--- config.mk ---
export PLATFORM = sky130hd
export DESIGN_NAME = prd_paged_register_decode
export DESIGN_NICKNAME = d
export VERILOG_FILES = /design/src/prd_pkg.sv /design/src/prd_paged_register_decode.sv
export VERILOG_INCLUDE_DIRS = /design/src
export SDC_FILE = /design/constraint.sdc
export NUM_CORES = 1
export LEC_CHECK = 0
export BUFFER_PORTS_ARGS = -buffer_cell sky130_fd_sc_hd__buf_2
export CAP_MARGIN = 10
export CORE_UTILIZATION = 44
export DETAILED_ROUTE_END_ITERATION = 8
export PLACE_DENSITY = 0.7
export SYNTH_ARGS = -nofsm -noshare
export SYNTH_HDL_FRONTEND = slang
export SYNTH_SLANG_ARGS = --single-unit
--- constraint.sdc ---
create_clock -name mclk_i -period 1.9 [get_ports mclk_i]
set_clock_uncertainty 0.2 [all_clocks]
set_input_delay 0.095 -clock mclk_i [delete_from_list [all_inputs] [get_ports mclk_i]]
set_output_delay 0.095 -clock mclk_i [all_outputs]
set_load 0.03 [all_outputs]
--- src/prd_defs.svh ---
/*
 * Register locations, page codes, field positions and reset values of the
 * paged register decoder.
 * Assumes it is included by bare name wherever these names are used.
 */
`ifndef PRD_DEFS_SVH
`define PRD_DEFS_SVH

// Page codes carried in the command register.
`define PRD_PAGE0 2'h0
`define PRD_PAGE1 2'h1
`define PRD_PAGE2 2'h2
`define PRD_PAGE3 2'h3

// Page-select field of the command register.
`define PRD_CMD_PS_HI 7
`define PRD_CMD_PS_LO 6

// Locations within a page.
`define PRD_LOC_CMD 4'h0
`define PRD_LOC_01 4'h1
`define PRD_LOC_02 4'h2
`define PRD_LOC_03 4'h3
`define PRD_LOC_04 4'h4
`define PRD_LOC_05 4'h5
`define PRD_LOC_06 4'h6
`define PRD_LOC_07 4'h7
`define PRD_LOC_08 4'h8
`define PRD_LOC_09 4'h9
`define PRD_LOC_0A 4'ha
`define PRD_LOC_0B 4'hb
`define PRD_LOC_0C 4'hc
`define PRD_LOC_0D 4'hd
`define PRD_LOC_0E 4'he
`define PRD_LOC_0F 4'hf

// First location of the station address and multicast filter groups.
`define PRD_LOC_STATION_BASE 4'h1
`define PRD_LOC_HASH_BASE 4'h8

// Reset values: stop bit high, everything else clear.
`define PRD_CMD_RESET 8'h01
`define PRD_BYTE_RESET 8'h00

// Slots of the plain storage bank.
`define PRD_SLOT_RING_FIRST 0
`define PRD_SLOT_RING_LAST 1
`define PRD_SLOT_BOUNDARY 2
`define PRD_SLOT_TX_FIRST 3
`define PRD_SLOT_TX_LEN_LO 4
`define PRD_SLOT_TX_LEN_HI 5
`define PRD_SLOT_RFIRST_LO 6
`define PRD_SLOT_RFIRST_HI 7
`define PRD_SLOT_RLEN_LO 8
`define PRD_SLOT_RLEN_HI 9
`define PRD_SLOT_RX_CFG 10
`define PRD_SLOT_TX_CFG 11
`define PRD_SLOT_DATA_CFG 12
`define PRD_SLOT_IRQ_MASK 13
`define PRD_SLOT_RX_WPAGE 14
`define PRD_SLOT_RNEXT 15
`define PRD_SLOT_LNEXT 16
`define PRD_SLOT_ACNT_HI 17
`define PRD_SLOT_ACNT_LO 18
`define PRD_SLOT_STATION 19
`define PRD_SLOT_HASH 25
`define PRD_SLOTS 33

`endif

--- src/prd_pkg.sv ---
/*
 * Types shared by the paged register decoder and its neighbours.
 * Assumes prd_defs.svh supplies the numeric constants.
 */
package prd_pkg;

  // Live values that the controller core presents for host reads.
  typedef struct packed {
    logic [7:0] tx_status;
    logic [7:0] collision_tally;
    logic [7:0] fifo_peek;
    logic [7:0] remote_dma_pos_lo;
    logic [7:0] remote_dma_pos_hi;
    logic [7:0] rx_status;
    logic [7:0] align_error_tally;
    logic [7:0] checksum_error_tally;
    logic [7:0] missed_frame_tally;
    logic [7:0] irq_set;
    logic local_dma_load;
    logic [7:0] local_dma_lo;
    logic [7:0] local_dma_hi;
  } prd_core_stat_t;

  // Stored values that the decoder hands to the controller core.
  typedef struct packed {
    logic [7:0] command_register;
    logic [7:0] ring_first_page;
    logic [7:0] ring_last_page;
    logic [7:0] ring_read_boundary;
    logic [7:0] tx_first_page;
    logic [7:0] tx_length_lo;
    logic [7:0] tx_length_hi;
    logic [7:0] remote_first_addr_lo;
    logic [7:0] remote_first_addr_hi;
    logic [7:0] remote_length_lo;
    logic [7:0] remote_length_hi;
    logic [7:0] rx_config;
    logic [7:0] tx_config;
    logic [7:0] data_config;
    logic [7:0] irq_mask;
    logic [7:0] irq_status;
    logic [7:0] rx_write_page;
    logic [7:0] remote_next_frame_ptr;
    logic [7:0] local_next_frame_ptr;
    logic [7:0] addr_counter_hi;
    logic [7:0] addr_counter_lo;
    logic [7:0] local_dma_pos_lo;
    logic [7:0] local_dma_pos_hi;
  } prd_cfg_t;

endpackage

--- src/prd_paged_register_decode.sv ---
/*
 * Host-side register decoder with four pages of byte-wide registers.
 * Assumes the host strobes are synchronous to mclk_i, one cycle wide, and
 * that the controller core drives the live status struct from mclk_i.
 */
// Overview of operation
// - Every register is one byte; each host access moves eight bits.
// - Four pages, chosen by the two page-select bits of the command register.
// - Four index lines pick one of sixteen locations inside the page.
// - Page codes: 0 normal, low bit 1 init, high bit 2 diagnostics.
// - Page 0 reads 01H/02H give local DMA; writes load ring bounds.
// - Page 2 reverses it: reads give ring bounds, writes load local DMA.
// - Page 2 0CH-0FH read back config and mask; writes there ignored.
// - Page 2 location 03H reads and writes the remote next-frame pointer.
// - Page 1 location 07H reads and writes the receive write-page register.
// - Page 1 holds six station bytes at 01H-06H, eight hash bytes at 08H.
`timescale 1ns/1ps
`include "prd_defs.svh"

module prd_paged_register_decode #(
  parameter int STATION_BYTES = 6,
  parameter int HASH_BYTES = 8
) (
  input wire logic mclk_i, // System clock, 100 MHz.
  input wire logic reset_n_i, // Asynchronous reset, active low.
  input wire logic host_rd_i, // Host read strobe, one cycle.
  input wire logic host_wr_i, // Host write strobe, one cycle.
  input wire logic [3:0] reg_index_lines_i, // Location within the page.
  input wire logic [7:0] host_wdata_i, // Host write byte.
  input wire prd_pkg::prd_core_stat_t core_i, // Live core values.
  output logic [7:0] host_rdata_o, // Read byte, held until next read.
  output logic host_rvalid_o, // Read byte valid, one cycle.
  output prd_pkg::prd_cfg_t cfg_o, // Stored registers to the core.
  output logic [STATION_BYTES*8-1:0] station_addr_bytes_o, // Station addr.
  output logic [HASH_BYTES*8-1:0] multicast_hash_bytes_o // Hash filter.
);

  // Stored state. The command, interrupt status and local DMA position
  // have update rules of their own; every other host register is a plain
  // byte in the bank, found through the slot numbers of the defines.
  logic [7:0] command_register_r;
  logic [7:0] irq_status_r;
  logic [7:0] irq_status_nxt;
  logic [7:0] local_dma_pos_lo_r;
  logic [7:0] local_dma_pos_hi_r;
  logic [7:0] bank_r [0:`PRD_SLOTS-1];
  logic [`PRD_SLOTS-1:0] bank_we;
  logic [7:0] rdata_nxt;
  logic [7:0] host_rdata_r;
  logic host_rvalid_r;

  // Decode wires: the page, the per-page write qualifiers and the special
  // enables whose targets do not live in the plain bank.
  wire [1:0] page_sel;
  wire wr_p0;
  wire wr_p1;
  wire wr_p2;
  wire rd_p0;
  wire rd_p1;
  wire rd_p2;
  wire wr_cmd;
  wire wr_irq_clr;
  wire wr_ldma_lo;
  wire wr_ldma_hi;

  // page from command bits
  // The page is taken from the stored command bits, so a new page only
  // applies from the access after the command write has landed.
  assign page_sel = {command_register_r[`PRD_CMD_PS_HI],
                     command_register_r[`PRD_CMD_PS_LO]};

  // page 3 writes dropped
  // Page 3 has no storage; writes there fall through every enable below except the command's.
  assign wr_p0 = host_wr_i && (page_sel == `PRD_PAGE0);
  assign wr_p1 = host_wr_i && (page_sel == `PRD_PAGE1);
  assign wr_p2 = host_wr_i && (page_sel == `PRD_PAGE2);
  // Read page flags carry no strobe; the read path is qualified later by
  // host_rd_i, at the point where the answer byte is captured.
  assign rd_p0 = page_sel == `PRD_PAGE0;
  assign rd_p1 = page_sel == `PRD_PAGE1;
  assign rd_p2 = page_sel == `PRD_PAGE2;

  // command in every page
  // The command stays writable even in page 3 so software can always get
  // back out of a page it selected by mistake.
  assign wr_cmd = host_wr_i && (reg_index_lines_i == `PRD_LOC_CMD);

  // Page 0 write enables of the plain storage bank.
  // Locations 01H and 02H land in the ring bounds here, not in the local
  // DMA position that they read back; page 2 swaps the two roles, so both
  // sides stay reachable for diagnostics.
  // page 0 writes ring bounds
  assign bank_we[`PRD_SLOT_RING_FIRST] =
    wr_p0 && (reg_index_lines_i == `PRD_LOC_01);
  assign bank_we[`PRD_SLOT_RING_LAST] =
    wr_p0 && (reg_index_lines_i == `PRD_LOC_02);
  assign bank_we[`PRD_SLOT_BOUNDARY] =
    wr_p0 && (reg_index_lines_i == `PRD_LOC_03);
  assign bank_we[`PRD_SLOT_TX_FIRST] =
    wr_p0 && (reg_index_lines_i == `PRD_LOC_04);
  assign bank_we[`PRD_SLOT_TX_LEN_LO] =
    wr_p0 && (reg_index_lines_i == `PRD_LOC_05);
  assign bank_we[`PRD_SLOT_TX_LEN_HI] =
    wr_p0 && (reg_index_lines_i == `PRD_LOC_06);
  assign bank_we[`PRD_SLOT_RFIRST_LO] =
    wr_p0 && (reg_index_lines_i == `PRD_LOC_08);
  assign bank_we[`PRD_SLOT_RFIRST_HI] =
    wr_p0 && (reg_index_lines_i == `PRD_LOC_09);
  assign bank_we[`PRD_SLOT_RLEN_LO] =
    wr_p0 && (reg_index_lines_i == `PRD_LOC_0A);
  assign bank_we[`PRD_SLOT_RLEN_HI] =
    wr_p0 && (reg_index_lines_i == `PRD_LOC_0B);
  assign bank_we[`PRD_SLOT_RX_CFG] =
    wr_p0 && (reg_index_lines_i == `PRD_LOC_0C);
  assign bank_we[`PRD_SLOT_TX_CFG] =
    wr_p0 && (reg_index_lines_i == `PRD_LOC_0D);
  assign bank_we[`PRD_SLOT_DATA_CFG] =
    wr_p0 && (reg_index_lines_i == `PRD_LOC_0E);
  assign bank_we[`PRD_SLOT_IRQ_MASK] =
    wr_p0 && (reg_index_lines_i == `PRD_LOC_0F);

  // Page 1 and page 2 write enables.
  // Page 2 locations 04H and 08H-0FH have no enable at all, so writes
  // there are dropped and leave no trace.
  // page 1 write page
  assign bank_we[`PRD_SLOT_RX_WPAGE] =
    wr_p1 && (reg_index_lines_i == `PRD_LOC_07);
  assign bank_we[`PRD_SLOT_RNEXT] =
    wr_p2 && (reg_index_lines_i == `PRD_LOC_03);
  assign bank_we[`PRD_SLOT_LNEXT] =
    wr_p2 && (reg_index_lines_i == `PRD_LOC_05);
  assign bank_we[`PRD_SLOT_ACNT_HI] =
    wr_p2 && (reg_index_lines_i == `PRD_LOC_06);
  assign bank_we[`PRD_SLOT_ACNT_LO] =
    wr_p2 && (reg_index_lines_i == `PRD_LOC_07);

  // station and hash enables
  // One enable per byte; the byte's location is its base plus its number.
  genvar g;
  generate
    for (g = 0; g < STATION_BYTES; g = g + 1) begin : g_station_we
      assign bank_we[`PRD_SLOT_STATION + g] = wr_p1 &&
        (reg_index_lines_i == (`PRD_LOC_STATION_BASE + 4'(g)));
    end
    for (g = 0; g < HASH_BYTES; g = g + 1) begin : g_hash_we
      assign bank_we[`PRD_SLOT_HASH + g] = wr_p1 &&
        (reg_index_lines_i == (`PRD_LOC_HASH_BASE + 4'(g)));
    end
  endgenerate

  // Interrupt status clear and local DMA load enables.
  // The page 0 status location is write-one-to-clear: the byte written is
  // a mask of bits to drop, never a new value.
  assign wr_irq_clr = wr_p0 && (reg_index_lines_i == `PRD_LOC_07);
  assign wr_ldma_lo = wr_p2 && (reg_index_lines_i == `PRD_LOC_01);
  assign wr_ldma_hi = wr_p2 && (reg_index_lines_i == `PRD_LOC_02);

  // byte-wide storage bank
  // Each slot is a plain byte loaded only by its own write enable, so a
  // read can never alter it.
  generate
    for (g = 0; g < `PRD_SLOTS; g = g + 1) begin : g_bank
      always_ff @(posedge mclk_i or negedge reset_n_i) begin
        if (!reset_n_i) begin
          bank_r[g] <= `PRD_BYTE_RESET;
        end else if (bank_we[g]) begin
          bank_r[g] <= host_wdata_i;
        end
      end
    end
  endgenerate

  // Command register, writable from any page.
  always_ff @(posedge mclk_i or negedge reset_n_i) begin
    if (!reset_n_i) begin
      command_register_r <= `PRD_CMD_RESET;
    end else if (wr_cmd) begin
      command_register_r <= host_wdata_i;
    end
  end

  // A core event in the same cycle as a host clear survives: the set term
  // is applied after the clear term.
  assign irq_status_nxt = wr_irq_clr ?
    ((irq_status_r & ~host_wdata_i) | core_i.irq_set) :
    (irq_status_r | core_i.irq_set);

  // Interrupt status: core sets bits, host writes ones to clear them.
  always_ff @(posedge mclk_i or negedge reset_n_i) begin
    if (!reset_n_i) begin
      irq_status_r <= `PRD_BYTE_RESET;
    end else begin
      irq_status_r <= irq_status_nxt;
    end
  end

  // Local DMA position: the core's own update outranks a diagnostic write,
  // since the running DMA must not lose its place. A page 0 write to 01H
  // or 02H goes to the ring bounds and never reaches these bytes.
  always_ff @(posedge mclk_i or negedge reset_n_i) begin
    if (!reset_n_i) begin
      local_dma_pos_lo_r <= `PRD_BYTE_RESET;
      local_dma_pos_hi_r <= `PRD_BYTE_RESET;
    end else if (core_i.local_dma_load) begin
      local_dma_pos_lo_r <= core_i.local_dma_lo;
      local_dma_pos_hi_r <= core_i.local_dma_hi;
    end else begin
      if (wr_ldma_lo) begin
        local_dma_pos_lo_r <= host_wdata_i;
      end
      if (wr_ldma_hi) begin
        local_dma_pos_hi_r <= host_wdata_i;
      end
    end
  end

  // read location select
  // Read selection per page; reserved locations and page 3 apart from the command location give
  // zero and touch nothing.
  // Page 3 has no branch of its own and falls through to the zero.
  always_comb begin
    rdata_nxt = `PRD_BYTE_RESET;
    if (reg_index_lines_i == `PRD_LOC_CMD) begin
      rdata_nxt = command_register_r;
    end else if (rd_p0) begin
      case (reg_index_lines_i)
        `PRD_LOC_01: rdata_nxt = local_dma_pos_lo_r;
        `PRD_LOC_02: rdata_nxt = local_dma_pos_hi_r;
        `PRD_LOC_03: rdata_nxt = bank_r[`PRD_SLOT_BOUNDARY];
        `PRD_LOC_04: rdata_nxt = core_i.tx_status;
        `PRD_LOC_05: rdata_nxt = core_i.collision_tally;
        `PRD_LOC_06: rdata_nxt = core_i.fifo_peek;
        `PRD_LOC_07: rdata_nxt = irq_status_r;
        `PRD_LOC_08: rdata_nxt = core_i.remote_dma_pos_lo;
        `PRD_LOC_09: rdata_nxt = core_i.remote_dma_pos_hi;
        `PRD_LOC_0C: rdata_nxt = core_i.rx_status;
        `PRD_LOC_0D: rdata_nxt = core_i.align_error_tally;
        `PRD_LOC_0E: rdata_nxt = core_i.checksum_error_tally;
        `PRD_LOC_0F: rdata_nxt = core_i.missed_frame_tally;
        default: rdata_nxt = `PRD_BYTE_RESET;
      endcase
    end else if (rd_p1) begin
      // Page 1 is flat: 07H is the write page, the rest split at the base.
      // station and hash reads
      if (reg_index_lines_i == `PRD_LOC_07) begin
        rdata_nxt = bank_r[`PRD_SLOT_RX_WPAGE];
      end else if (reg_index_lines_i >= `PRD_LOC_HASH_BASE) begin
        rdata_nxt = bank_r[`PRD_SLOT_HASH +
          int'(reg_index_lines_i - `PRD_LOC_HASH_BASE)];
      end else begin
        rdata_nxt = bank_r[`PRD_SLOT_STATION +
          int'(reg_index_lines_i - `PRD_LOC_STATION_BASE)];
      end
    end else if (rd_p2) begin
      // Page 2 reads back page 0 bytes at 01H, 02H, 04H and 0CH-0FH, and its own bytes at 03H and 05H-07H.
      case (reg_index_lines_i)
        `PRD_LOC_01: rdata_nxt = bank_r[`PRD_SLOT_RING_FIRST];
        `PRD_LOC_02: rdata_nxt = bank_r[`PRD_SLOT_RING_LAST];
        `PRD_LOC_03: rdata_nxt = bank_r[`PRD_SLOT_RNEXT];
        `PRD_LOC_04: rdata_nxt = bank_r[`PRD_SLOT_TX_FIRST];
        `PRD_LOC_05: rdata_nxt = bank_r[`PRD_SLOT_LNEXT];
        `PRD_LOC_06: rdata_nxt = bank_r[`PRD_SLOT_ACNT_HI];
        `PRD_LOC_07: rdata_nxt = bank_r[`PRD_SLOT_ACNT_LO];
        `PRD_LOC_0C: rdata_nxt = bank_r[`PRD_SLOT_RX_CFG];
        `PRD_LOC_0D: rdata_nxt = bank_r[`PRD_SLOT_TX_CFG];
        `PRD_LOC_0E: rdata_nxt = bank_r[`PRD_SLOT_DATA_CFG];
        `PRD_LOC_0F: rdata_nxt = bank_r[`PRD_SLOT_IRQ_MASK];
        default: rdata_nxt = `PRD_BYTE_RESET;
      endcase
    end
  end

  // Read answer: the byte is captured on the read strobe and held, so a
  // slow host may sample it any time before its next read. A write in the
  // same cycle still lands; the read returns the byte from before it.
  always_ff @(posedge mclk_i or negedge reset_n_i) begin
    if (!reset_n_i) begin
      host_rdata_r <= `PRD_BYTE_RESET;
      host_rvalid_r <= 1'b0;
    end else begin
      host_rvalid_r <= host_rd_i;
      if (host_rd_i) begin
        host_rdata_r <= rdata_nxt;
      end
    end
  end

  assign host_rdata_o = host_rdata_r;
  assign host_rvalid_o = host_rvalid_r;

  // Stored registers handed to the core, all straight from flops.
  // Nothing here depends on the page, so a page change never disturbs
  // what the core sees.
  assign cfg_o.command_register = command_register_r;
  assign cfg_o.ring_first_page = bank_r[`PRD_SLOT_RING_FIRST];
  assign cfg_o.ring_last_page = bank_r[`PRD_SLOT_RING_LAST];
  assign cfg_o.ring_read_boundary = bank_r[`PRD_SLOT_BOUNDARY];
  assign cfg_o.tx_first_page = bank_r[`PRD_SLOT_TX_FIRST];
  assign cfg_o.tx_length_lo = bank_r[`PRD_SLOT_TX_LEN_LO];
  assign cfg_o.tx_length_hi = bank_r[`PRD_SLOT_TX_LEN_HI];
  assign cfg_o.remote_first_addr_lo = bank_r[`PRD_SLOT_RFIRST_LO];
  assign cfg_o.remote_first_addr_hi = bank_r[`PRD_SLOT_RFIRST_HI];
  assign cfg_o.remote_length_lo = bank_r[`PRD_SLOT_RLEN_LO];
  assign cfg_o.remote_length_hi = bank_r[`PRD_SLOT_RLEN_HI];
  assign cfg_o.rx_config = bank_r[`PRD_SLOT_RX_CFG];
  assign cfg_o.tx_config = bank_r[`PRD_SLOT_TX_CFG];
  assign cfg_o.data_config = bank_r[`PRD_SLOT_DATA_CFG];
  assign cfg_o.irq_mask = bank_r[`PRD_SLOT_IRQ_MASK];
  assign cfg_o.irq_status = irq_status_r;
  assign cfg_o.rx_write_page = bank_r[`PRD_SLOT_RX_WPAGE];
  assign cfg_o.remote_next_frame_ptr = bank_r[`PRD_SLOT_RNEXT];
  assign cfg_o.local_next_frame_ptr = bank_r[`PRD_SLOT_LNEXT];
  assign cfg_o.addr_counter_hi = bank_r[`PRD_SLOT_ACNT_HI];
  assign cfg_o.addr_counter_lo = bank_r[`PRD_SLOT_ACNT_LO];
  assign cfg_o.local_dma_pos_lo = local_dma_pos_lo_r;
  assign cfg_o.local_dma_pos_hi = local_dma_pos_hi_r;

  // Station address and hash filter bytes, byte 0 in the low lane.
  // The address filter reads these lanes directly, without any decoding.
  generate
    for (g = 0; g < STATION_BYTES; g = g + 1) begin : g_station_out
      assign station_addr_bytes_o[g*8 +: 8] = bank_r[`PRD_SLOT_STATION + g];
    end
    for (g = 0; g < HASH_BYTES; g = g + 1) begin : g_hash_out
      assign multicast_hash_bytes_o[g*8 +: 8] = bank_r[`PRD_SLOT_HASH + g];
    end
  endgenerate

endmodule

* Word level (Yosys, flattened, before mapping)
Index checks and enable logic that the tools add are counted.
Cells by class: reduce and logical (&&, ||, !) cells 44, equal/unequal tests 17, $lt $le $gt $ge 3, add/sub/neg operators 4, muxes and demuxes 19, bitwise logic cells 6
Operator list (number):
- $mux 8 | 15
- $pmux 8 s13 | 1
- $bmux 8 s6 | 2
- $pmux 8 s11 | 1
- $ge 32x7->1 const B | 2
- $not 32->32 | 2
- $logic_and 1x1->1 | 40
- $eq 4x4->1 const B | 8
- $eq 4x3->1 const B | 4
- $or 8x8->8 | 2
- $add 6x5->7 const A | 2
- $and 8x8->8 | 1
- $eq 4x2->1 const B | 2
- $not 8->8 | 1
- $sub 4x1->5 const B | 1
- $sub 4x4->5 const B | 1
- $eq 4x1->1 const B | 1
- $ge 4x4->1 const B | 1
- $logic_not 4->1 | 1
- $reduce_bool 2->1 | 2
- $eq 2x1->1 const B | 1
- $eq 2x2->1 const B | 1
- $logic_not 2->1 | 1
Storage, ports and cells: input bits 113, output and inout bits 305, register bits 305

* Longest topological paths before layout
Gate-level depths: netlist (run 1).
word-level depth 11, depth in mapped cells 15, mapped depth without buffers 9

* Worst setup path before layout (run 1)
No wires, ideal clock.
path kind input -> register, start point input reg_index_lines_i[0], end point register host_rdata_r[1] (netlist: host_rdata_o[1]), arrival time 2.746 ns, setup time 0.138 ns, stages on the path 13, required time 1.562 ns, path slack -1.185 ns, cells stage by stage buf_6 > buf_6 > buf_6 > inv_1 > ha_1 > buf_6 > buf_6 > buf_4 > mux4_2 > mux2_2 > o211ai_1 > a211oi_1 > or4_1
Between the ends: cells in the longest elaborated chain, start to end 11, elaborated cells on any way between the ends 35
RTL lines:
- from (decl) | RTL line prd_paged_register_decode.sv:28 | input wire logic [3:0] reg_index_lines_i,
- $sub 4x1->5 (no line) or $sub 4x4->5 (tied branches)
- $add 6x5->7 (no line)
- $not 32->32, on equally long branches | RTL line prd_paged_register_decode.sv:251, prd_paged_register_decode.sv:248
- $bmux 8 s6, on equally long branches | RTL line prd_paged_register_decode.sv:251, prd_paged_register_decode.sv:248
- $mux 8, on equally long branches (2 in series) | RTL line prd_paged_register_decode.sv:251, prd_paged_register_decode.sv:248
- $mux 8 | RTL line prd_paged_register_decode.sv:247 | end else if (reg_index_lines_i >= `PRD_LOC_HASH_BASE) begin
- $mux 8 | RTL line prd_paged_register_decode.sv:245 | if (reg_index_lines_i == `PRD_LOC_07) begin
- $mux 8 | RTL line prd_paged_register_decode.sv:242 | end else if (rd_p1) begin
- $mux 8 | RTL line prd_paged_register_decode.sv:225 | end else if (rd_p0) begin
- $mux 8 * | RTL line prd_paged_register_decode.sv:223 | if (reg_index_lines_i == `PRD_LOC_CMD) begin
- to (signal assigned) | RTL line prd_paged_register_decode.sv:278 | host_rdata_r <= `PRD_BYTE_RESET;
- to (signal assigned) | RTL line prd_paged_register_decode.sv:283 | host_rdata_r <= rdata_nxt;
- to (decl) | RTL line prd_paged_register_decode.sv:49 | logic [7:0] host_rdata_r;
Every way passes the cells marked *; elsewhere a longest branch is shown, timed or not. The select of a mux whose other input is x is not followed. A chain may end at the register's enable or synchronous reset.

* Worst setup path after layout (run 1)
start point register bank_r (netlist bit cfg_o[153]), end point register host_rdata_r[1] (netlist: host_rdata_o[1])
Between the ends: cells in the longest elaborated chain, start to end 8, elaborated cells on any way between the ends 12
RTL lines:
- from (decl) | RTL line prd_paged_register_decode.sv:46 | logic [7:0] bank_r [0:`PRD_SLOTS-1];
- from (signal, indexed assignment) | RTL line prd_paged_register_decode.sv:165 | bank_r[g] <= `PRD_BYTE_RESET;
- from (signal, indexed assignment) | RTL line prd_paged_register_decode.sv:167 | bank_r[g] <= host_wdata_i;
- $bmux 8 s6, on equally long branches | RTL line prd_paged_register_decode.sv:251, prd_paged_register_decode.sv:248
- $mux 8, on equally long branches (2 in series) | RTL line prd_paged_register_decode.sv:251, prd_paged_register_decode.sv:248
- $mux 8 | RTL line prd_paged_register_decode.sv:247
- $mux 8 | RTL line prd_paged_register_decode.sv:245
- $mux 8 | RTL line prd_paged_register_decode.sv:242
- $mux 8 * | RTL line prd_paged_register_decode.sv:225
- $mux 8 * | RTL line prd_paged_register_decode.sv:223
Marks and branches as above.

==> summary.txt, run 1 <==
clock buffer depth: 3
hold path start: host_wr_i
critical path type: reg2reg
Total Routing Usage GR: 37.4%
Hold Violations, Final: 0
Cells on Worst Hold Path: 3
die width: 198 um
Startpoint Class: flip-flop
Synth Net Count: 1439
initial antenna violation count: 3
setup slack, reg-to-reg: -0.31 ns
metal3 WL: 7350 um
CTS H-Tree Depth: 2
die height: 198 um
largest net degree at the start of global routing: 79
Pins Over Slew Limit: 0
worst hold slack: 0.0579 ns
syn avg cell area: 12.8 um2
path depth of the worst reg2reg path: 7
drt drc: 3
Placer Congestion: 0.996
Yosys reg bits: 305
Top FF cell, synth: dfrtp_1
Worst-path clk slew: 0.06 ns
count of final setup violators: 72
CP endpoint kind: flip-flop
nets: 2342
clk sinks: 305
P per Cell Area: 1070 nW/um2
Multi-input gate area: 9870 um2
register area: 7640 um2
area grow syn2layout: 56.7%
Crit Reg-Reg Startpoint: cfg_o[153]$_DFFE_PN0P_
Routed WL: 74000 um
Critical R2R Capture: host_rdata_o[1]$_DFFE_PN0P_
row cnt: 71
first-pass GRT wire length: 107000 um
DRT met1 WL: 29100 um
final worst setup slack: -0.307 ns
Worst EP required: 2.10 ns
worst-margin pin slew: 0.908 ns
final core occ: 70.2%
Fill cells: 2660
first drt pass iteration count: 9
failing checks: design-rule violations, negative setup slack
area leader, netlist: dfrtp_1
post-synthesis sequential area ratio: 45.1%
Vias: 16600
Initial Utilization: 44.8%
# IOs: 418
core region area: 37800 um2
Clk Latency, worst-skew pair: 0.53 ns
outcome: finished with violations
Power Total: 0.0283 W
RSZ-0062 raised after global routing: yes
Avg WL per Cell: 26.8 um
WP data arrival: 2.41 ns
Critical Path Fanout Max: 3
synth top area cells: dfrtp_1 45%, mux2_2 19%, mux4_2 11%
share of cells above drive strength 1: 65.3%
Slew headroom: 39.5%
DR WL met2: 34400 um
number of synthesized flops with an enable pin: 0
Pleak: 13.1 nW
Unique masters post-synth: 68
asr flop ratio synth: 100%
post-layout min period: 2.21 ns
Overflow after GRT: 0
Max IR drop VDD: 0.968 mV
CTS tree: built
Antenna Nets Post-Route: 0
Hold/Removal Path Class: in2reg
root buffer cell: clkbuf_16
Post-Syn Area: 16900 um2
Buffers on Ports: 417
Synth Instances: 1320
Vias/cell: 6.01
DRT iter0 DRCs: 1784
Max Cap Viol: 0
yosys warns: 0
share of the synthesized area in the top cell type: 45.0%
Final HPWL DP: 54100 um
fmax: 453 MHz
Final Cycle Share: 116%
DIE AREA: 39200 um2
Hold EP: command_register_r[6]$_DFFE_PN0P_
top layer in use: met5
vias in the first global route: 16600
TritonCTS Buffers: 36
## per-stage QoR
stage | TNS (ns) | cell area [um2] | cells | setup slack (ns)
3_5_place_dp | -59.00 | 23500 | 2587 | -0.824
5_1_grt | -7.57 | 26500 | 2761 | -0.363
3_3_place_gp | -48.21 | 23500 | 2587 | -0.779
2_1_floorplan | -33.87 | 17700 | 1320 | -0.976
4_1_cts | -1.18 | 25800 | 2734 | -0.268
6_report | -2.77 | 26500 | 2761 | -0.307
## sequential cells by signal, indices dropped and copies added, names as in the netlist
register	cells
local_dma_pos_hi_r	8
host_rvalid_o	1
cfg_o	152
station_addr_bytes_o	48
multicast_hash_bytes_o	64
local_dma_pos_lo_r	8
host_rdata_o	8
irq_status_r	8
command_register_r	8
## what timing repair did
| item | in CTS | in global routing |
|---|---|---|
| endpoints found under the setup margin | 104 | 233 |
| gates resized for setup | 81 | 126 |
| pin swaps | 35 | 50 |
| hold buffers | 52 | 0 |
| cloned | 2 | 0 |
| endpoints found under the hold margin | 423 | 0 |
| setup buffers | 32 | 27 |
## cell families after synthesis
logic type               after synthesis  synth area share [%]
buffers and inverters                120                  3.56
AND/OR/NAND/NOR                      197                  5.44
XOR/XNOR                               3                 0.311
AO/OA/AOI/OAI                        257                  11.1
flip-flops                           305                  45.1
multiplexers                         432                  34.1
adder cells (fa/ha/maj)                6                 0.444
## routing by layer
metal | vias to the layer above | global-route usage [%]
li1 | 6903 | -
met1 | 8430 | 48.9
met2 | 1034 | 58.7
met3 | 220 | 9.78
met4 | 4 | 15.8
met5 | - | 0.383
## layout make-up
| type | count | area share (%) |
|---|---|---|
| Sequential cell | 305 | 28.8 |
| Clock buffer | 48 | 3.76 |
| Inverter | 5 | 0.0991 |
| Timing Repair Buffer | 980 | 26.9 |
| Tap cell | 511 | 2.41 |
| Multi-Input combinational cell | 895 | 37.2 |
| Clock inverter | 16 | 0.765 |
| Antenna cell | 1 | 0.00944 |
## power by group
group / internal, W / switching, W
sequential: 0.00778 / 0.00123
combinational: 0.00559 / 0.00655
clock: 0.00425 / 0.00287
## worst max-delay path, cell delays in order, from the launching register on
cell and delay (ns):
dfrtp_1 0.43, buf_6 0.14, mux4_2 0.47, mux2i_1 0.15, buf_4 0.13, a211o_1 0.11
a211oi_1 0.06, or4_1 0.41
## synth_stat cells, types with 8 or more instances
cell type    n
buf_2       28
nand2_1     79
a31oi_1      9
a211o_1      9
buf_4       13
buf_6        9
nand3_1     18
a22o_1      21
nor2b_1     22
dfrtp_1    304
o21ai_0     39
o211ai_1     8
mux2_2     289
nor2_1      45
a211oi_1    15
mux4_2      85
mux2i_1     57
a22oi_1     28
clkbuf_1    47
o221ai_1     9
a21o_1      16
a21oi_1     46
a222oi_1    16
buf_1       18
## cells in the final DEF, fill, tap and decap left out, types with 42 or more instances in the layout
master	instances
nand2_1	59
dfrtp_1	299
mux2_4	120
buf_2	413
mux2_2	169
buf_4	437
mux2i_1	53
a21oi_1	42
dlygate4sd3_1	51
mux4_2	85
## worst max path at each step
stage | from | to | depth (start not counted)
5_1_grt | multicast_hash_bytes_o[55]$_DFFE_PN0P_ | host_rdata_o[7]$_DFFE_PN0P_ | 6
2_1_floorplan | reg_index_lines_i[0] | host_rdata_o[1]$_DFFE_PN0P_ | 13
3_5_place_dp | reg_index_lines_i[1] | host_rdata_o[5]$_DFFE_PN0P_ | 10
3_3_place_gp | reg_index_lines_i[1] | host_rdata_o[5]$_DFFE_PN0P_ | 10
6_report | cfg_o[153]$_DFFE_PN0P_ | host_rdata_o[1]$_DFFE_PN0P_ | 7
4_1_cts | station_addr_bytes_o[45]$_DFFE_PN0P_ | host_rdata_o[5]$_DFFE_PN0P_ | 6
(Power assumes the default switching activity.)
==> run 2, diff against run 1 <==
--- a/config.mk
+++ b/config.mk
@@ -8,9 +8,11 @@
 export LEC_CHECK = 0
 export BUFFER_PORTS_ARGS = -buffer_cell sky130_fd_sc_hd__buf_2
 export CAP_MARGIN = 10
-export CORE_UTILIZATION = 44
+export CORE_UTILIZATION = 49
+export CTS_CLUSTER_DIAMETER = 120
 export DETAILED_ROUTE_END_ITERATION = 8
-export PLACE_DENSITY = 0.7
+export HOLD_SLACK_MARGIN = 0.08
+export PLACE_DENSITY = 0.76
 export SYNTH_ARGS = -nofsm -noshare
 export SYNTH_HDL_FRONTEND = slang
 export SYNTH_SLANG_ARGS = --single-unit
==> summary.txt, run 2 (synthesized netlist as in run 1, its figures left out) <==
Crit Reg-Reg Startpoint: cfg_o[89]$_DFFE_PN0P_
drt drc: 0
worst-margin pin slew: 0.690 ns
Worst-path clk slew: 0.06 ns
Critical R2R Capture: host_rdata_o[1]$_DFFE_PN0P_
GRT Max-Usage Layer: met2
count of final setup violators: 133
clock buffer depth: 3
area grow syn2layout: 53.2%
crit path from: cfg_o[89]$_DFFE_PN0P_
setup TNS: -8.34 ns
critical path type: reg2reg
Final Cycle Share: 124%
Final HPWL DP: 51900 um
Initial Utilization: 50.1%
grt met3 use: 9.77%
Max IR drop VDD: 0.990 mV
n_diodes: 0
most frequent cells in the layout: 413 x buf_2, 376 x buf_4, 301 x dfrtp_1
Power Total: 0.0280 W
root buffer cell: clkbuf_16
first-pass GRT wire length: 108000 um
CP endpoint kind: flip-flop
slowest cell delay on critical path: 0.54 ns
final instance area: 25900 um2
placed inst area: 23100 um2
P per Cell Area: 1080 nW/um2
TritonCTS Buffers: 35
initial antenna violation count: 0
die width: 188 um
Placer Congestion: 1.01
share of cells above drive strength 1: 63.9%
core region area: 33800 um2
outcome: finished with violations
failing checks: negative setup slack
Largest register FFs: 152
Vias: 17000
Routed WL: 73800 um
Avg WL per Cell: 28.0 um
nets: 2283
DRT iter0 DRCs: 2319
Slew headroom: 54.0%
Clk Latency, worst-skew pair: 0.53 ns
commonest non-fill, non-tap cell in the layout: buf_2
Total Routing Usage GR: 41.0%
fmax: 425 MHz
Pleak: 12.8 nW
largest net degree at the start of global routing: 50
Max Cap Viol: 0
Vias/cell: 6.43
clk sinks: 305
final worst setup slack: -0.451 ns
Worst EP required: 2.07 ns
met1 usage: 55.8%
cell chain of the critical path: buf_4, a22o_1, o21ai_0, o21ai_0, a31oi_1, a21oi_1, or4_1
Pins Over Slew Limit: 0
Startpoint Class: flip-flop
CP endpoint: host_rdata_o[1]$_DFFE_PN0P_
Net Switching: 0.0108 W
Hold Violations, Final: 0
Pint: 0.0173 W
part of the power in the clock network: 25.5%
Antenna Nets Post-Route: 0
CTS tree: built
# IOs: 418
Hold/Removal Path Class: in2reg
post-layout min period: 2.35 ns
first drt pass iteration count: 7
DP Cell Count: 2484
setup slack, reg-to-reg: -0.45 ns
row cnt: 67
share of power burned in registers: 32.4%
Buffers on Ports: 417
DIE AREA: 35300 um2
path depth of the worst reg2reg path: 7
Post-Layout Cell Count: 2638
grt met2 use: 63.2%
CTS H-Tree Depth: 2
combinational share of power: 42.1%
RSZ-0062 raised after global routing: yes
CP dominant cell by count: o21ai_0
Cells on Worst Hold Path: 3
WP data arrival: 2.52 ns
Overflow after GRT: 0
Critical Path Fanout Max: 4
Sw Ratio: 38.4%
die height: 188 um
critical path's slowest cell: or4_1
vias in the first global route: 17000
-- run 2: worst min path at each step --
stage                          start                        end  slack [ns]
final                     core_i[18]  irq_status_r[1]$_DFF_PN0_        0.10
after global routing      core_i[18]  irq_status_r[1]$_DFF_PN0_        0.11
after CTS                 core_i[19]  irq_status_r[2]$_DFF_PN0_        0.09
after detailed placement   reset_n_i     cfg_o[133]$_DFFE_PN0P_       -0.13
after global placement     reset_n_i     cfg_o[125]$_DFFE_PN0P_       -0.13
after floorplan            reset_n_i     cfg_o[100]$_DFFE_PN0P_       -0.40
-- run 2: cell type report --
class / count / area [um2]
Fill cell: 2074 / 7860
Timing Repair Buffer: 922 / 6730
Inverter: 5 / 26.3
Tap cell: 448 / 561
Sequential cell: 305 / 7640
Clock buffer: 45 / 973
Clock inverter: 18 / 226
Multi-Input combinational cell: 895 / 9770
-- run 2: routing by layer --
layer	wire, um	vias to the layer above
li1	-	6786
met1	27700	8489
met2	33500	1390
met3	9090	289
met4	3500	0
met5	0	-
-- run 2: per-stage QoR --
stage                     worst slack (ns)  hold WS (ns)  util, %
after floorplan                     -0.976        -0.401        -
final                               -0.451         0.100     76.7
after CTS                           -0.327        0.0890     75.8
after global placement              -0.881        -0.134     68.4
after global routing                -0.500         0.109     76.7
after detailed placement            -0.993        -0.134     68.4
-- run 2: power groups by stage --
stage	combinational (W)	sequential [W]	clock (W)
after floorplan	0.00349	0.0114	0
after global placement	0.0106	0.00899	0
after detailed placement	0.0108	0.00906	0
after CTS	0.0114	0.00898	0.00709
after global routing	0.0122	0.00916	0.00738
final	0.0118	0.00909	0.00715
-- run 2: critical path, delay by kind of cell, from the launching register on --
kind / cells / cell delay (ns)
AOI/OAI and AO/OA: 5 / 0.93
and+or+nand+nor: 1 / 0.54
DFF: 1 / 0.42
buffers and inverters: 1 / 0.14
-- run 2: what timing repair did --
action                                  4_1_cts  5_1_grt
setup buffers                                26       11
cloned                                        3        1
pin swaps                                    32       28
hold endpoints to repair                    456        0
resized for setup                           102       71
hold buffers                                 56        0
endpoints found under the setup margin      160      222
==> run 3, diff against run 2 <==
--- a/config.mk
+++ b/config.mk
@@ -8,11 +8,11 @@
 export LEC_CHECK = 0
 export BUFFER_PORTS_ARGS = -buffer_cell sky130_fd_sc_hd__buf_2
 export CAP_MARGIN = 10
-export CORE_UTILIZATION = 49
+export CORE_UTILIZATION = 30
 export CTS_CLUSTER_DIAMETER = 120
 export DETAILED_ROUTE_END_ITERATION = 8
 export HOLD_SLACK_MARGIN = 0.08
-export PLACE_DENSITY = 0.76
+export PLACE_DENSITY = 0.51
 export SYNTH_ARGS = -nofsm -noshare
 export SYNTH_HDL_FRONTEND = slang
 export SYNTH_SLANG_ARGS = --single-unit
==> summary.txt, run 3 (synthesized netlist as in run 1, its figures left out) <==
Pint: 0.0179 W
path depth of the worst reg2reg path: 5
die height: 239 um
slowest cell delay on critical path: 0.53 ns
CTS tree: built
count of final setup violators: 96
Initial Utilization: 30.5%
row cnt: 86
Overflow after GRT: 0
cell chain of the critical path: mux4_2, a211oi_1, a211o_1, a211oi_1, or4_1
Clk Latency, worst-skew pair: 0.58 ns
die width: 239 um
worst-margin pin slew: 0.798 ns
share of cells above drive strength 1: 64.0%
# IOs: 418
Avg WL per Cell: 26.6 um
Post-Layout Cell Count: 2992
Placer Congestion: 0.945
delay-heaviest family, CP: multiplexers
critical path type: reg2reg
placed inst area: 23700 um2
first-pass GRT wire length: 114000 um
CP dominant cell by count: a211oi_1
DIE AREA: 57300 um2
TritonCTS Buffers: 39
DR WL met2: 37800 um
CTS H-Tree Depth: 2
core region area: 55400 um2
final instance area: 26900 um2
Net Switching: 0.0109 W
final worst setup slack: -0.288 ns
Max IR drop VDD: 0.702 mV
most frequent cells in the layout: 411 x buf_2, 407 x buf_4, 298 x dfrtp_1
setup TNS: -3.82 ns
area grow syn2layout: 58.7%
first drt pass iteration count: 6
P per Cell Area: 1070 nW/um2
Total Routing Usage GR: 27.4%
CP endpoint kind: flip-flop
Critical Path Fanout Max: 4
Final HPWL DP: 59300 um
Worst EP required: 2.13 ns
Antenna Nets Post-Route: 0
outcome: finished with violations
Vias: 16100
fmax: 457 MHz
commonest non-fill, non-tap cell in the layout: buf_2
Pleak: 13.1 nW
post-layout min period: 2.19 ns
combinational share of power: 42.6%
clock buffer depth: 3
Hold Violations, Final: 0
DRT iter0 DRCs: 1540
metal3 WL: 6510 um
Worst-path clk slew: 0.06 ns
Largest register FFs: 152
initial antenna violation count: 0
Vias/cell: 5.38
part of the power in the clock network: 26.2%
clk sinks: 305
share of power burned in registers: 31.2%
Sw Ratio: 37.9%
Cells on Worst Hold Path: 6
CP Depth: 5
Buffers on Ports: 417
critical path's slowest cell: mux4_2
nets: 2336
Startpoint Class: flip-flop
Max Cap Viol: 0
RSZ-0062 raised after global routing: yes
DRT met1 WL: 32800 um
Buf/Inv on CP: 0
vias in the first global route: 16600
largest net degree at the start of global routing: 61
worst hold slack: 0.121 ns
Routed WL: 79500 um
Pins Over Slew Limit: 0
n_diodes: 0
Fill cells: 5009
top layer in use: met4
WP data arrival: 2.42 ns
root buffer cell: clkbuf_16
drt drc: 0
DP Cell Count: 2803
Final Cycle Share: 115%
failing checks: negative setup slack
Slew headroom: 46.8%
Setup WS pre-CTS: -0.944 ns
Hold/Removal Path Class: in2reg
-- run 3: cell types whose count changed in the layout (fill, tap and decap cells not counted), sizes merged, moves of 3 or more --
cell and change:
clkinvlp -4, buf +30, clkbuf +13, clkinv -3, dlygate4sd3 +17
-- run 3: power groups by stage --
stage / logic (W) / clock network [W] / registers, W
final: 0.0123 / 0.00755 / 0.00901
after global routing: 0.0129 / 0.00793 / 0.00912
after CTS: 0.0120 / 0.00767 / 0.00895
after detailed placement: 0.0113 / 0 / 0.00906
after global placement: 0.0113 / 0 / 0.00902
after floorplan: 0.00349 / 0 / 0.0114
-- run 3: timing repair --
item                                    CTS  global route
endpoints found under the hold margin   529             0
hold buffers                             73             0
gates cloned                              3             0
buffers inserted                         37             9
pin swaps                                26            35
endpoints found under the setup margin  153           220
gates resized for setup                  79           107
-- run 3: final timing paths --
| path | from | end | slack (ns) |
|---|---|---|---|
| max | cfg_o[41]$_DFFE_PN0P_ | host_rdata_o[1]$_DFFE_PN0P_ | -0.29 |
| min | core_i[60] | host_rdata_o[3]$_DFFE_PN0P_ | 0.12 |
| max reg2reg | cfg_o[41]$_DFFE_PN0P_ | host_rdata_o[1]$_DFFE_PN0P_ | -0.29 |
| min reg2reg | irq_status_r[4]$_DFF_PN0_ | irq_status_r[4]$_DFF_PN0_ | 0.30 |
| max in group asynchronous | reset_n_i | station_addr_bytes_o[21]$_DFFE_PN0P_ | 0.42 |
| min in group asynchronous | reset_n_i | local_dma_pos_lo_r[1]$_DFFE_PN0P_ | 0.38 |
-- run 3: metal layers --
layer	vias to the layer above	track usage, %
met5	-	0
met4	0	9.23
met3	123	7.27
met2	700	44.3
met1	8365	35.5
li1	6901	-
-- run 3: layout make-up --
cell class	count	area [um2]	area share (%)
timing repair buffer	971	7170	26.7
multi-input combinational	895	9790	36.5
clock buffer	58	1170	4.35
tap	748	936	3.49
sequential	305	7640	28.5
clock inverter	10	115	0.429
inverter	5	26.3	0.0979
-- run 3: tightest hold or removal path: cells and delay by family --
| family | cells | cell delay, ns |
|---|---|---|
| AND/OR/NAND/NOR | 1 | 0.09 |
| AO/OA/AOI/OAI | 4 | 0.59 |
| buffers and inverters | 1 | 0.08 |
-- run 3: stage by stage --
stage	utilization [%]	total power, W
floorplan	-	0.0149
global placement	42.7	0.0203
detailed placement	42.7	0.0204
CTS	47.6	0.0286
global route	48.5	0.0299
finish	48.5	0.0288
